[src/pkg/wr_seq_pkg.sv]
// Constants for the slave-side write sequencer.
// Assumes one system clock; timing options arrive as configuration ports.
package wr_seq_pkg;
   localparam int ADDR_W  = 32;
   localparam int DATA_W  = 32;
   localparam int LANES_W = DATA_W / 8;
   localparam int CNT_W   = 8;
   localparam logic [CNT_W-1:0] CNT_ZERO = 8'h00;
   localparam logic [CNT_W-1:0] CNT_ONE  = 8'h01;
   localparam logic WSTROBE_IDLE = 1'b1;
   localparam logic [ADDR_W-1:0]  ADDR_RST  = 32'h0000_0000;
   localparam logic [DATA_W-1:0]  DATA_RST  = 32'h0000_0000;
   localparam logic [LANES_W-1:0] LANES_RST = 4'hf;

   typedef enum logic [2:0] {
      ST_IDLE  = 3'b000,
      ST_SETUP = 3'b001,
      ST_WAIT  = 3'b011,
      ST_CAPT  = 3'b010,
      ST_HOLD  = 3'b110
   } wr_state_t;

   // Next count value of a phase counter
   function automatic logic [CNT_W-1:0] dec(input logic [CNT_W-1:0] v);
      dec = (v == CNT_ZERO) ? CNT_ZERO : v - CNT_ONE;
   endfunction : dec
endpackage : wr_seq_pkg

[src/hw/slave_write_seq.sv]
// Slave-port write sequencer: fixed, peripheral-paced, setup and hold timing.
// Assumes the request side and the slave's waitrequest share this clock.
`timescale 1ns/1ps

// Functional notes
// - Fixed wait count adds exactly that many cycles to every write on a port that is not peripheral-paced.
// - Address, data, lanes, select appear in first cycle; all outputs stay unchanged through wait states.
// - Select and master wait released on the transfer's final edge; strobe with them only when hold is zero.
// - On a paced port, sampled waitrequest high makes the next cycle a held wait state.
// - After waitrequest falls the transfer ends next edge; next may follow.
// - No time-out on peripheral wait; stay stalled with the master.
// - Setup and hold ignored on a peripheral-paced port.
// - Setup count M delays write strobe M cycles after address presented.
// - Hold count N keeps address, data, lanes, select N cycles after strobe.
// - Chipselect spans setup and hold, not shifted by them.
// - Transfer length on a port that is not peripheral-paced is setup plus waits plus hold plus one.
// - Setup and hold are configured independently.
// - Timing applied here; master only sees its waitrequest.
// - One setup, one hold: strobe low only in the middle cycle.
// - Registered address, data, lanes, strobe, and chipselect set from address decode.
module slave_write_seq
   import wr_seq_pkg::*;
(
   // Clock, reset, enable
   input  wire logic               I_SYS_CLK,
   input  wire logic               I_SYS_RST,
   input  wire logic               I_CLK_EN,
   // Timing configuration
   input  wire logic [CNT_W-1:0]   I_SETUP_CYCLES,
   input  wire logic [CNT_W-1:0]   I_WAIT_CYCLES,
   input  wire logic [CNT_W-1:0]   I_HOLD_CYCLES,
   input  wire logic               I_PERIPH_PACED,
   // Address window of this slave port
   input  wire logic [ADDR_W-1:0]  I_SEL_BASE,
   input  wire logic [ADDR_W-1:0]  I_SEL_MASK,
   // Master-side request
   input  wire logic               I_REQ_WRITE,
   input  wire logic [ADDR_W-1:0]  I_REQ_ADDR,
   input  wire logic [DATA_W-1:0]  I_REQ_DATA,
   input  wire logic [LANES_W-1:0] I_REQ_LANES_N,
   output logic                    O_REQ_WAIT,
   output logic                    O_REQ_DONE,
   // Slave port
   output logic [ADDR_W-1:0]       O_ADDRESS,
   output logic [DATA_W-1:0]       O_WRITEDATA,
   output logic [LANES_W-1:0]      O_BYTE_LANE_ENABLES_LOW,
   output logic                    O_WRITE_N,
   output logic                    O_CHIPSELECT,
   input  wire logic               I_WAITREQUEST,
   // Status
   output logic                    O_BUSY
);

   wr_state_t          state;
   wr_state_t          next_state;
   logic [CNT_W-1:0]   cnt;
   logic [CNT_W-1:0]   next_cnt;
   logic [CNT_W-1:0]   hold_len;
   logic [CNT_W-1:0]   next_hold_len;
   logic               paced;
   logic               next_paced;
   logic [ADDR_W-1:0]  addr;
   logic [ADDR_W-1:0]  next_addr;
   logic [DATA_W-1:0]  data;
   logic [DATA_W-1:0]  next_data;
   logic [LANES_W-1:0] lanes;
   logic [LANES_W-1:0] next_lanes;
   logic               wr_n;
   logic               next_wr_n;
   logic               sel;
   logic               next_sel;
   logic               wait_o;
   logic               next_wait_o;
   logic               done;
   logic               next_done;

   function automatic logic hit(input logic [ADDR_W-1:0] a,
                                input logic [ADDR_W-1:0] b,
                                input logic [ADDR_W-1:0] m);
      hit = ((a ^ b) & m) == '0;
   endfunction : hit

   // Fixed waits count only on a port that does not pace itself
   function automatic logic fixed_waits(input logic             pc,
                                        input logic [CNT_W-1:0] w);
      fixed_waits = !pc && (w != CNT_ZERO);
   endfunction : fixed_waits

   // Waitrequest is same-clock slave logic and is read as is: a synchroniser
   // would let the stall land two cycles after the edge the slave relies on.

   // A transfer always ends in idle for one cycle, so chipselect drops
   // between back-to-back writes and the slave sees each one apart.
   always_comb begin
      next_state    = state;
      next_cnt      = dec(cnt);
      next_hold_len = hold_len;
      next_paced    = paced;
      next_addr     = addr;
      next_data     = data;
      next_lanes    = lanes;
      next_wr_n     = wr_n;
      next_sel      = sel;
      next_wait_o   = wait_o;
      next_done     = 1'b0;
      case (state)
         ST_IDLE: begin
            next_wr_n   = WSTROBE_IDLE;
            next_sel    = 1'b0;
            next_wait_o = 1'b0;
            if (I_REQ_WRITE && hit(I_REQ_ADDR, I_SEL_BASE, I_SEL_MASK)) begin
               next_addr   = I_REQ_ADDR;
               next_data   = I_REQ_DATA;
               next_lanes  = I_REQ_LANES_N;
               next_sel    = 1'b1;
               next_paced  = I_PERIPH_PACED;
               next_wait_o = 1'b1;
               // Paced port drops setup and hold
               next_hold_len = I_PERIPH_PACED ? CNT_ZERO : I_HOLD_CYCLES;
               if (!I_PERIPH_PACED && I_SETUP_CYCLES != CNT_ZERO) begin
                  next_state = ST_SETUP;
                  next_cnt   = I_SETUP_CYCLES;
               end else begin
                  next_wr_n = 1'b0;
                  if (fixed_waits(I_PERIPH_PACED, I_WAIT_CYCLES)) begin
                     next_state = ST_WAIT;
                     next_cnt   = I_WAIT_CYCLES;
                  end else begin
                     next_state = ST_CAPT;
                  end
               end
            end
         end
         ST_SETUP: begin
            if (cnt == CNT_ONE) begin
               next_wr_n = 1'b0;
               if (fixed_waits(paced, I_WAIT_CYCLES)) begin
                  next_state = ST_WAIT;
                  next_cnt   = I_WAIT_CYCLES;
               end else begin
                  next_state = ST_CAPT;
               end
            end
         end
         ST_WAIT: begin
            if (cnt == CNT_ONE) begin
               next_state = ST_CAPT;
            end
         end
         ST_CAPT: begin
            // On a paced port, sampled waitrequest holds everything; no time-out by design
            if (paced && I_WAITREQUEST) begin
               next_state = ST_CAPT;
            end else if (hold_len != CNT_ZERO) begin
               next_state = ST_HOLD;
               next_cnt   = hold_len;
               next_wr_n  = WSTROBE_IDLE;
            end else begin
               next_state  = ST_IDLE;
               next_wr_n   = WSTROBE_IDLE;
               next_sel    = 1'b0;
               next_wait_o = 1'b0;
               next_done   = 1'b1;
            end
         end
         ST_HOLD: begin
            if (cnt == CNT_ONE) begin
               next_state  = ST_IDLE;
               next_sel    = 1'b0;
               next_wait_o = 1'b0;
               next_done   = 1'b1;
            end
         end
         default: begin
            next_state = ST_IDLE;
            next_wr_n  = WSTROBE_IDLE;
            next_sel   = 1'b0;
         end
      endcase
   end

   always_ff @(posedge I_SYS_CLK) begin
      if (I_SYS_RST) begin
         state    <= ST_IDLE;
         cnt      <= CNT_ZERO;
         hold_len <= CNT_ZERO;
         paced    <= 1'b0;
         addr     <= ADDR_RST;
         data     <= DATA_RST;
         lanes    <= LANES_RST;
         wr_n     <= WSTROBE_IDLE;
         sel      <= 1'b0;
         wait_o   <= 1'b0;
         done     <= 1'b0;
      end else if (I_CLK_EN) begin
         state    <= next_state;
         cnt      <= next_cnt;
         hold_len <= next_hold_len;
         paced    <= next_paced;
         addr     <= next_addr;
         data     <= next_data;
         lanes    <= next_lanes;
         wr_n     <= next_wr_n;
         sel      <= next_sel;
         wait_o   <= next_wait_o;
         done     <= next_done;
      end
   end

   // Ports are plain register copies; no logic between flop and pin
   assign O_ADDRESS               = addr;
   assign O_WRITEDATA             = data;
   assign O_BYTE_LANE_ENABLES_LOW = lanes;
   assign O_WRITE_N               = wr_n;
   assign O_CHIPSELECT            = sel;
   assign O_REQ_WAIT              = wait_o;
   assign O_REQ_DONE              = done;
   assign O_BUSY                  = wait_o;
endmodule : slave_write_seq

[config.mk]
export PLATFORM = sky130hd
export DESIGN_NAME = slave_write_seq
export DESIGN_NICKNAME = d
export VERILOG_FILES = /design/src/pkg/wr_seq_pkg.sv /design/src/hw/slave_write_seq.sv
export SDC_FILE = /design/constraint.sdc
export NUM_CORES = 1
export LEC_CHECK = 0
export ABC_AREA = 1
export ABC_CLOCK_PERIOD_IN_PS = 2450
export BUFFER_PORTS_ARGS = -buffer_cell sky130_fd_sc_hd__buf_2
export CAP_MARGIN = 20
export CORE_MARGIN = 2
export CORE_UTILIZATION = 45
export CTS_CLUSTER_DIAMETER = 30
export DETAILED_ROUTE_END_ITERATION = 8
export PLACE_DENSITY = 0.78
export SLEW_MARGIN = 5
export SYNTH_ARGS = -nofsm -noshare
export SYNTH_HDL_FRONTEND = slang
export SYNTH_SLANG_ARGS = --single-unit
export TNS_END_PERCENT = 1
[constraint.sdc]
create_clock -name I_SYS_CLK -period 2.45 [get_ports I_SYS_CLK]
set_input_delay 0.1225 -clock I_SYS_CLK [delete_from_list [all_inputs] [get_ports I_SYS_CLK]]
set_output_delay 0.1225 -clock I_SYS_CLK [all_outputs]
set_load 0.01 [all_outputs]
==> impl_metrics.tcl, run 1 <==
set metrics [dict create \
    nets 1240 \
    cts_root_buf "clkbuf_8" \
    p_leak_uw 0.003569 \
    drt-initial-drc-count 422 \
    critPathLaunch "I_REQ_ADDR[24]" \
    synthCells 820 \
    min_path_type "in -> reg" \
    drive_above_1_share_pct 24.44 \
    port_buffers 234 \
    rsz0062_at_grt "false" \
    drc 0 \
    slew_violations 0 \
    grtUsageMet2_pct 45.40 \
    crit_chain "dlygate4sd3_1 > buf_2 > inv_1 > nand2_1 > nand3_1 > nand4_1 > nor2_1 > nand3_1 > inv_2 > nand3_4 > clkinv_2 > buf_4 > nor2_1 > nor2_1" \
    max_freq_mhz 463.6 \
    cts_buffers 9 \
    power_density_nw_per_um2 546.9 \
    yosys_warnings 0 \
    skew_ns 0.02027 \
    gr-total-overflow 0 \
    routabilityCongestion 0.8965 \
    ios 235 \
    cpMaxStageDelayCell "dlygate4sd3_1" \
    fin_ws_ns 0.2932 \
    yosysSeqAreaShare_pct 36.45 \
    grt.met1_usage_pct 31.45 \
    critical_path_class "in -> reg" \
    gr-usage-met3_pct 6.758 \
    antenna_left 0 \
    min_period_over_period_pct 88.03 \
    tns_ns 0 \
    irDropWorstVdd_uv 284.2 \
    path_clk_slew_ns 0.12 \
    critPathMaxStageDelay_ns 0.54 \
    wl_mm 15.70 \
    crit_required_ns 2.75 \
    first_pass_iters 5 \
    grt_pass1_wl_mm 24.95 \
    post_cts_buffers 0 \
    synth_area_um2 5052 \
    worstMarginPinSlew_ns 0.6469 \
    startpoint_type "primary input" \
    grt_pass1_vias 5324 \
    r2r-start "cnt[4]$_SDFFE_PP0P_" \
    cts_tree "yes" \
    grt_max_degree 63 \
    crit_arrival_ns 2.46 \
    path_max_fanout 22 \
    finalSetupViolCount 0 \
    fin_crit_ns 2.157 \
    coreArea_um2 10890 \
    busiest_layer "met2" \
    htreeDepth 3 \
    hpwl_mm 11.80 \
    whs_ns 0.01170 \
    synth_cell_types 33 \
    cp-end-kind "register" \
    floorplan.initialDensity_pct 46.40 \
    die_x_um 110.0 \
    syn_avg_cell_area_um2 6.161 \
    synth_seq_cells 92 \
    row_count 38 \
    outcome "completed" \
    grt_usage_pct 26.35 \
    syn2layout_area_growth_pct 35.02 \
    syn_nets 985 \
    ctsResizeCount 0 \
    cts-root-to-sink-buffers 2 \
    crit_top_cell "nor2_1" \
    max-slew-margin-rel_pct 56.42 \
    clk-insertion-delay-late_ns 0.37 \
    viasPerCell 4.880 \
    antenna_found_initial 0 \
    avgRoutedWirePerCell_um 12.86 \
    vias 5958 \
    cts.sinks 92 \
    dpl_worst_slack_ns 0.2076 \
    min_from "I_REQ_ADDR[14]" \
    drv_cap 0 \
    die_h_um 110.0 \
    hold_violations 0 \
    p_total_uw 3731 \
    dieArea_um2 12090 \
]
synthesized netlist by cell type:
library cell | number | area (µm²)
o221ai_1 | 2 | 17.52
o21ai_0 | 62 | 310.3
clkbuf_1 | 14 | 52.55
buf_2 | 4 | 20.02
nor2_2 | 1 | 6.260
nand3b_1 | 2 | 15.01
clkinv_2 | 1 | 5.000
nand3_1 | 55 | 275.3
a31oi_1 | 1 | 6.260
buf_4 | 3 | 22.52
nor3_1 | 10 | 50.05
xor2_1 | 2 | 17.52
nor2_1 | 200 | 750.7
nand4_1 | 9 | 56.30
nand2_1 | 160 | 600.6
nor3_2 | 2 | 20.02
and2_1 | 5 | 31.28
o211ai_1 | 3 | 22.52
nand3_4 | 1 | 17.52
inv_1 | 101 | 379.1
or2_1 | 3 | 18.77
inv_2 | 1 | 3.750
buf_8 | 1 | 15.01
ha_1 | 3 | 37.54
o21ai_1 | 26 | 130.1
o22ai_1 | 7 | 43.79
dfxtp_1 | 92 | 1842
or2_0 | 2 | 12.51
buf_6 | 6 | 67.56
clkinv_1 | 3 | 11.26
a21oi_1 | 36 | 180.2
a211oi_1 | 1 | 7.510
or2_2 | 1 | 6.260
what timing repair did:
| action | CTS | global route |
|---|---|---|
| endpoints found under the hold margin | 30 | 2 |
| endpoints found under the setup margin | 0 | 0 |
| hold buffers | 30 | 2 |
worst paths after layout:
kind,to,slack [ns],cells past startpoint
hold / removal,O_ADDRESS[14]$_SDFFE_PP0P_,0.01,3
setup / recovery,O_ADDRESS[27]$_SDFFE_PP0P_,0.29,14
setup reg to reg,cnt[2]$_SDFFE_PP0P_,0.55,12
hold reg to reg,O_ADDRESS[11]$_SDFFE_PP0P_,0.48,2
worst max-delay path, delay by kind of cell:
kind | cells | cell delay, ns
buffers and inverters | 6 | 1.44
AND/OR/NAND/NOR | 8 | 0.89
layout by cell type, fill, tap and decap left out, types with 3 or more instances in the layout:
master and n:
a21oi_1 36, and2_1 5, buf_2 235, buf_4 3, clkbuf_8 9, dfxtp_1 92
dlygate4sd3_1 32, ha_1 3, inv_1 101, inv_6 3, nand2_1 160, nand3_1 55
nand4_1 9, nor2_1 200, nor3_1 10, o211ai_1 3, o21ai_0 62, o21ai_1 26
o22ai_1 7, or2_1 3
through the flow:
stage / cell area (µm²) / utilization, % / std cells
floorplan: 5052 / - / 820
global placement: 6284 / 57.71 / 1171
detailed placement: 6284 / 57.71 / 1171
CTS: 6794 / 62.40 / 1217
global route: 6819 / 62.63 / 1220
finish: 6822 / 62.65 / 1221
state kept, by name (all words and copies together), names as in the netlist:
| register | flops |
|---|---|
| O_ADDRESS | 32 |
| O_WRITEDATA | 32 |
| cnt | 8 |
| hold_len | 8 |
| O_BYTE_LANE_ENABLES_LOW | 4 |
| state | 3 |
| O_BUSY | 1 |
| O_CHIPSELECT | 1 |
| O_REQ_DONE | 1 |
| O_WRITE_N | 1 |
| paced | 1 |
area by class of cell:
class / instances / area [µm²]
Clock buffer: 9 / 123.9
Clock inverter: 7 / 86.33
Timing Repair Buffer: 272 / 1559
Tap cell: 140 / 175.2
Sequential cell: 92 / 1842
Antenna cell: 1 / 2.502
Inverter: 106 / 399.1
Fill cell: 1102 / 4066
Multi-Input combinational cell: 594 / 2634
per-layer routing:
metal,routed length [µm],part of all wire (%),vias up
met4,414,2.6,0
met3,1315,8.4,32
met5,0,0,-
met1,6415,41,2553
met2,7555,48,267
li1,-,-,3106
report_power, final:
| group | total, µW | switching (µW) | internal [µW] | leakage [µW] |
|---|---|---|---|---|
| registers | 1590 | 44.6 | 1540 | 0.000744 |
| clock network | 1060 | 646 | 418 | 0.000105 |
| logic | 1080 | 657 | 423 | 0.00272 |
| total | 3730 | 1350 | 2380 | 0.00357 |
logic make-up after synthesis:
group,after synthesis,share of synthesized area (%)
DFF,92,36.45
and+or+nand+nor,451,36.83
AOI/OAI and AO/OA,138,14.21
adders and majority gates,3,0.7430
xor gates and xnor gates,2,0.3468
buffers and inverters,134,11.42
No activity file was read; power rests on OpenSTA's default activity.
==> inputs of run 2 (changes only) <==
--- a/config.mk
+++ b/config.mk
@@ -9,10 +9,12 @@
 export ABC_CLOCK_PERIOD_IN_PS = 2450
 export BUFFER_PORTS_ARGS = -buffer_cell sky130_fd_sc_hd__buf_2
 export CAP_MARGIN = 20
-export CORE_MARGIN = 2
+export CORE_MARGIN = 5
 export CORE_UTILIZATION = 45
 export CTS_CLUSTER_DIAMETER = 30
 export DETAILED_ROUTE_END_ITERATION = 8
+export GPL_ROUTABILITY_DRIVEN = 0
+export MAX_ROUTING_LAYER = met4
 export PLACE_DENSITY = 0.78
 export SLEW_MARGIN = 5
 export SYNTH_ARGS = -nofsm -noshare
==> run 2 against run 1 <==
  * Worst setup slack better by 0.27 ns
  * Critical path depth is 3 lower
  * Hold slack better by 0.017 ns
  * Flip-flop and latch count stayed put
  * Routed wire length is 2.2% higher
  * Final cell count is 2.4% lower
  * Largest cell class unchanged
==> impl_metrics.tcl, run 2 (synthesis gave the netlist of run 1 again) <==
set metrics [dict create \
    outcome "completed" \
    cts_root_buf "clkbuf_16" \
    multi_input_area_um2 2634 \
    gr-usage-met3_pct 5.326 \
    ctsResizeCount 0 \
    grt_pass1_vias 5581 \
    viasPerCell 4.935 \
    wl_mm 16.04 \
    syn2layout_area_growth_pct 31.87 \
    avgRoutedWirePerCell_um 13.46 \
    port_buffers 234 \
    tns_ns 0 \
    row_count 38 \
    hold_violations 0 \
    grt_usage_pct 24.51 \
    critical_path_class "reg -> reg" \
    floorplan.initialDensity_pct 46.20 \
    path_max_fanout 5 \
    path_clk_slew_ns 0.07 \
    gr-total-overflow 0 \
    antenna_left 0 \
    grt_pass1_wl_mm 25.75 \
    die_x_um 116.0 \
    drive_above_1_share_pct 25.00 \
    ios 235 \
    cts_tree "yes" \
    slew_violations 0 \
    layout_commonest_cell "buf_2" \
    drc 0 \
    regArea_um2 1842 \
    grtUsageMet2_pct 41.58 \
    cp-end-kind "register" \
    grt.met1_usage_pct 28.94 \
    cts.sinks 92 \
    n_fill_cell 1087 \
    hpwl_mm 12.64 \
    fin_crit_ns 1.883 \
    crit_arrival_ns 2.11 \
    irDropWorstVdd_uv 300.1 \
    grt_max_degree 78 \
    coreArea_um2 10940 \
    nets 1212 \
    cts-hold-fix-buffers 4 \
    htreeDepth 3 \
    busiest_layer "met2" \
    die_h_um 116.0 \
    cts-root-to-sink-buffers 2 \
    antenna_cells 0 \
    min_path_type "in -> reg" \
    antenna_found_initial 0 \
    max-slew-margin-rel_pct 50.46 \
    min_period_over_period_pct 76.87 \
    p_leak_uw 0.003510 \
    rsz0062_at_grt "false" \
    power_density_nw_per_um2 627.0 \
    max_freq_mhz 531.0 \
    worstMarginPinSlew_ns 0.7430 \
    vias 5882 \
    clk-insertion-delay-late_ns 0.34 \
    crit_required_ns 2.68 \
    dieArea_um2 13450 \
    post_cts_buffers 0 \
    drv_cap 0 \
    cts_buffers 9 \
    finalSetupViolCount 0 \
    startpoint_type "register" \
    skew_ns 0.008450 \
    first_pass_iters 5 \
    drt-initial-drc-count 457 \
    p_total_uw 4178 \
    layout_common_cells "buf_2 (235), nor2_1 (200), nand2_1 (160)" \
]
run 2: metrics by stage:
step / util, % / setup slack (ns) / hold slack, ns / instances / area (µm²)
floorplan: - / 0.8506 / 0.2357 / 820 / 5052
global placement: 57.46 / 0.4251 / 0.3230 / 1171 / 6284
detailed placement: 57.46 / 0.3918 / 0.3320 / 1171 / 6284
CTS: 60.88 / 0.5626 / 0.02029 / 1191 / 6658
global route: 60.93 / 0.2841 / 0.03778 / 1192 / 6663
finish: 60.93 / 0.5666 / 0.02847 / 1192 / 6663
run 2: layout make-up:
type | instances | share of cell area [%]
clock inverters | 6 | 1.577
flip-flops and latches | 92 | 27.64
clock buffers | 10 | 3.437
multi-input cells | 594 | 39.53
inverters | 106 | 5.991
well taps | 140 | 2.629
repair buffers | 244 | 19.19
run 2: final timing paths:
kind,from,endpoint,slack (ns),cells past startpoint
worst max-delay path,cnt[4]$_SDFFE_PP0P_,cnt[7]$_SDFFE_PP0P_,0.57,11
worst min-delay path,I_REQ_DATA[11],O_WRITEDATA[11]$_SDFFE_PP0P_,0.03,3
worst max register to register,cnt[4]$_SDFFE_PP0P_,cnt[7]$_SDFFE_PP0P_,0.57,11
worst min register to register,O_WRITEDATA[25]$_SDFFE_PP0P_,O_WRITEDATA[25]$_SDFFE_PP0P_,0.48,2
run 2: worst max-delay path: stages, from the launching register on:
cell and delay, ns:
dfxtp_1 0.35, nor2_1 0.18, nand3_1 0.16, nor2_1 0.25
inv_1 0.16, nand3_1 0.21, nand2_1 0.08, o211ai_1 0.08
nand2_1 0.07, nand2_1 0.06, and2_1 0.13, a21oi_1 0.06
run 2: routing by layer:
| metal | part of all wire, % | vias to the layer above |
|---|---|---|
| met2 | 48 | 245 |
| met3 | 8.4 | 31 |
| met4 | 2.4 | 0 |
| met1 | 41 | 2553 |
| met5 | 0 | - |
| li1 | - | 3053 |
run 2: power by group:
part	internal, µW	switching [µW]
clock network	919	642
registers	1540	45.7
logic	382	647
total	2840	1330
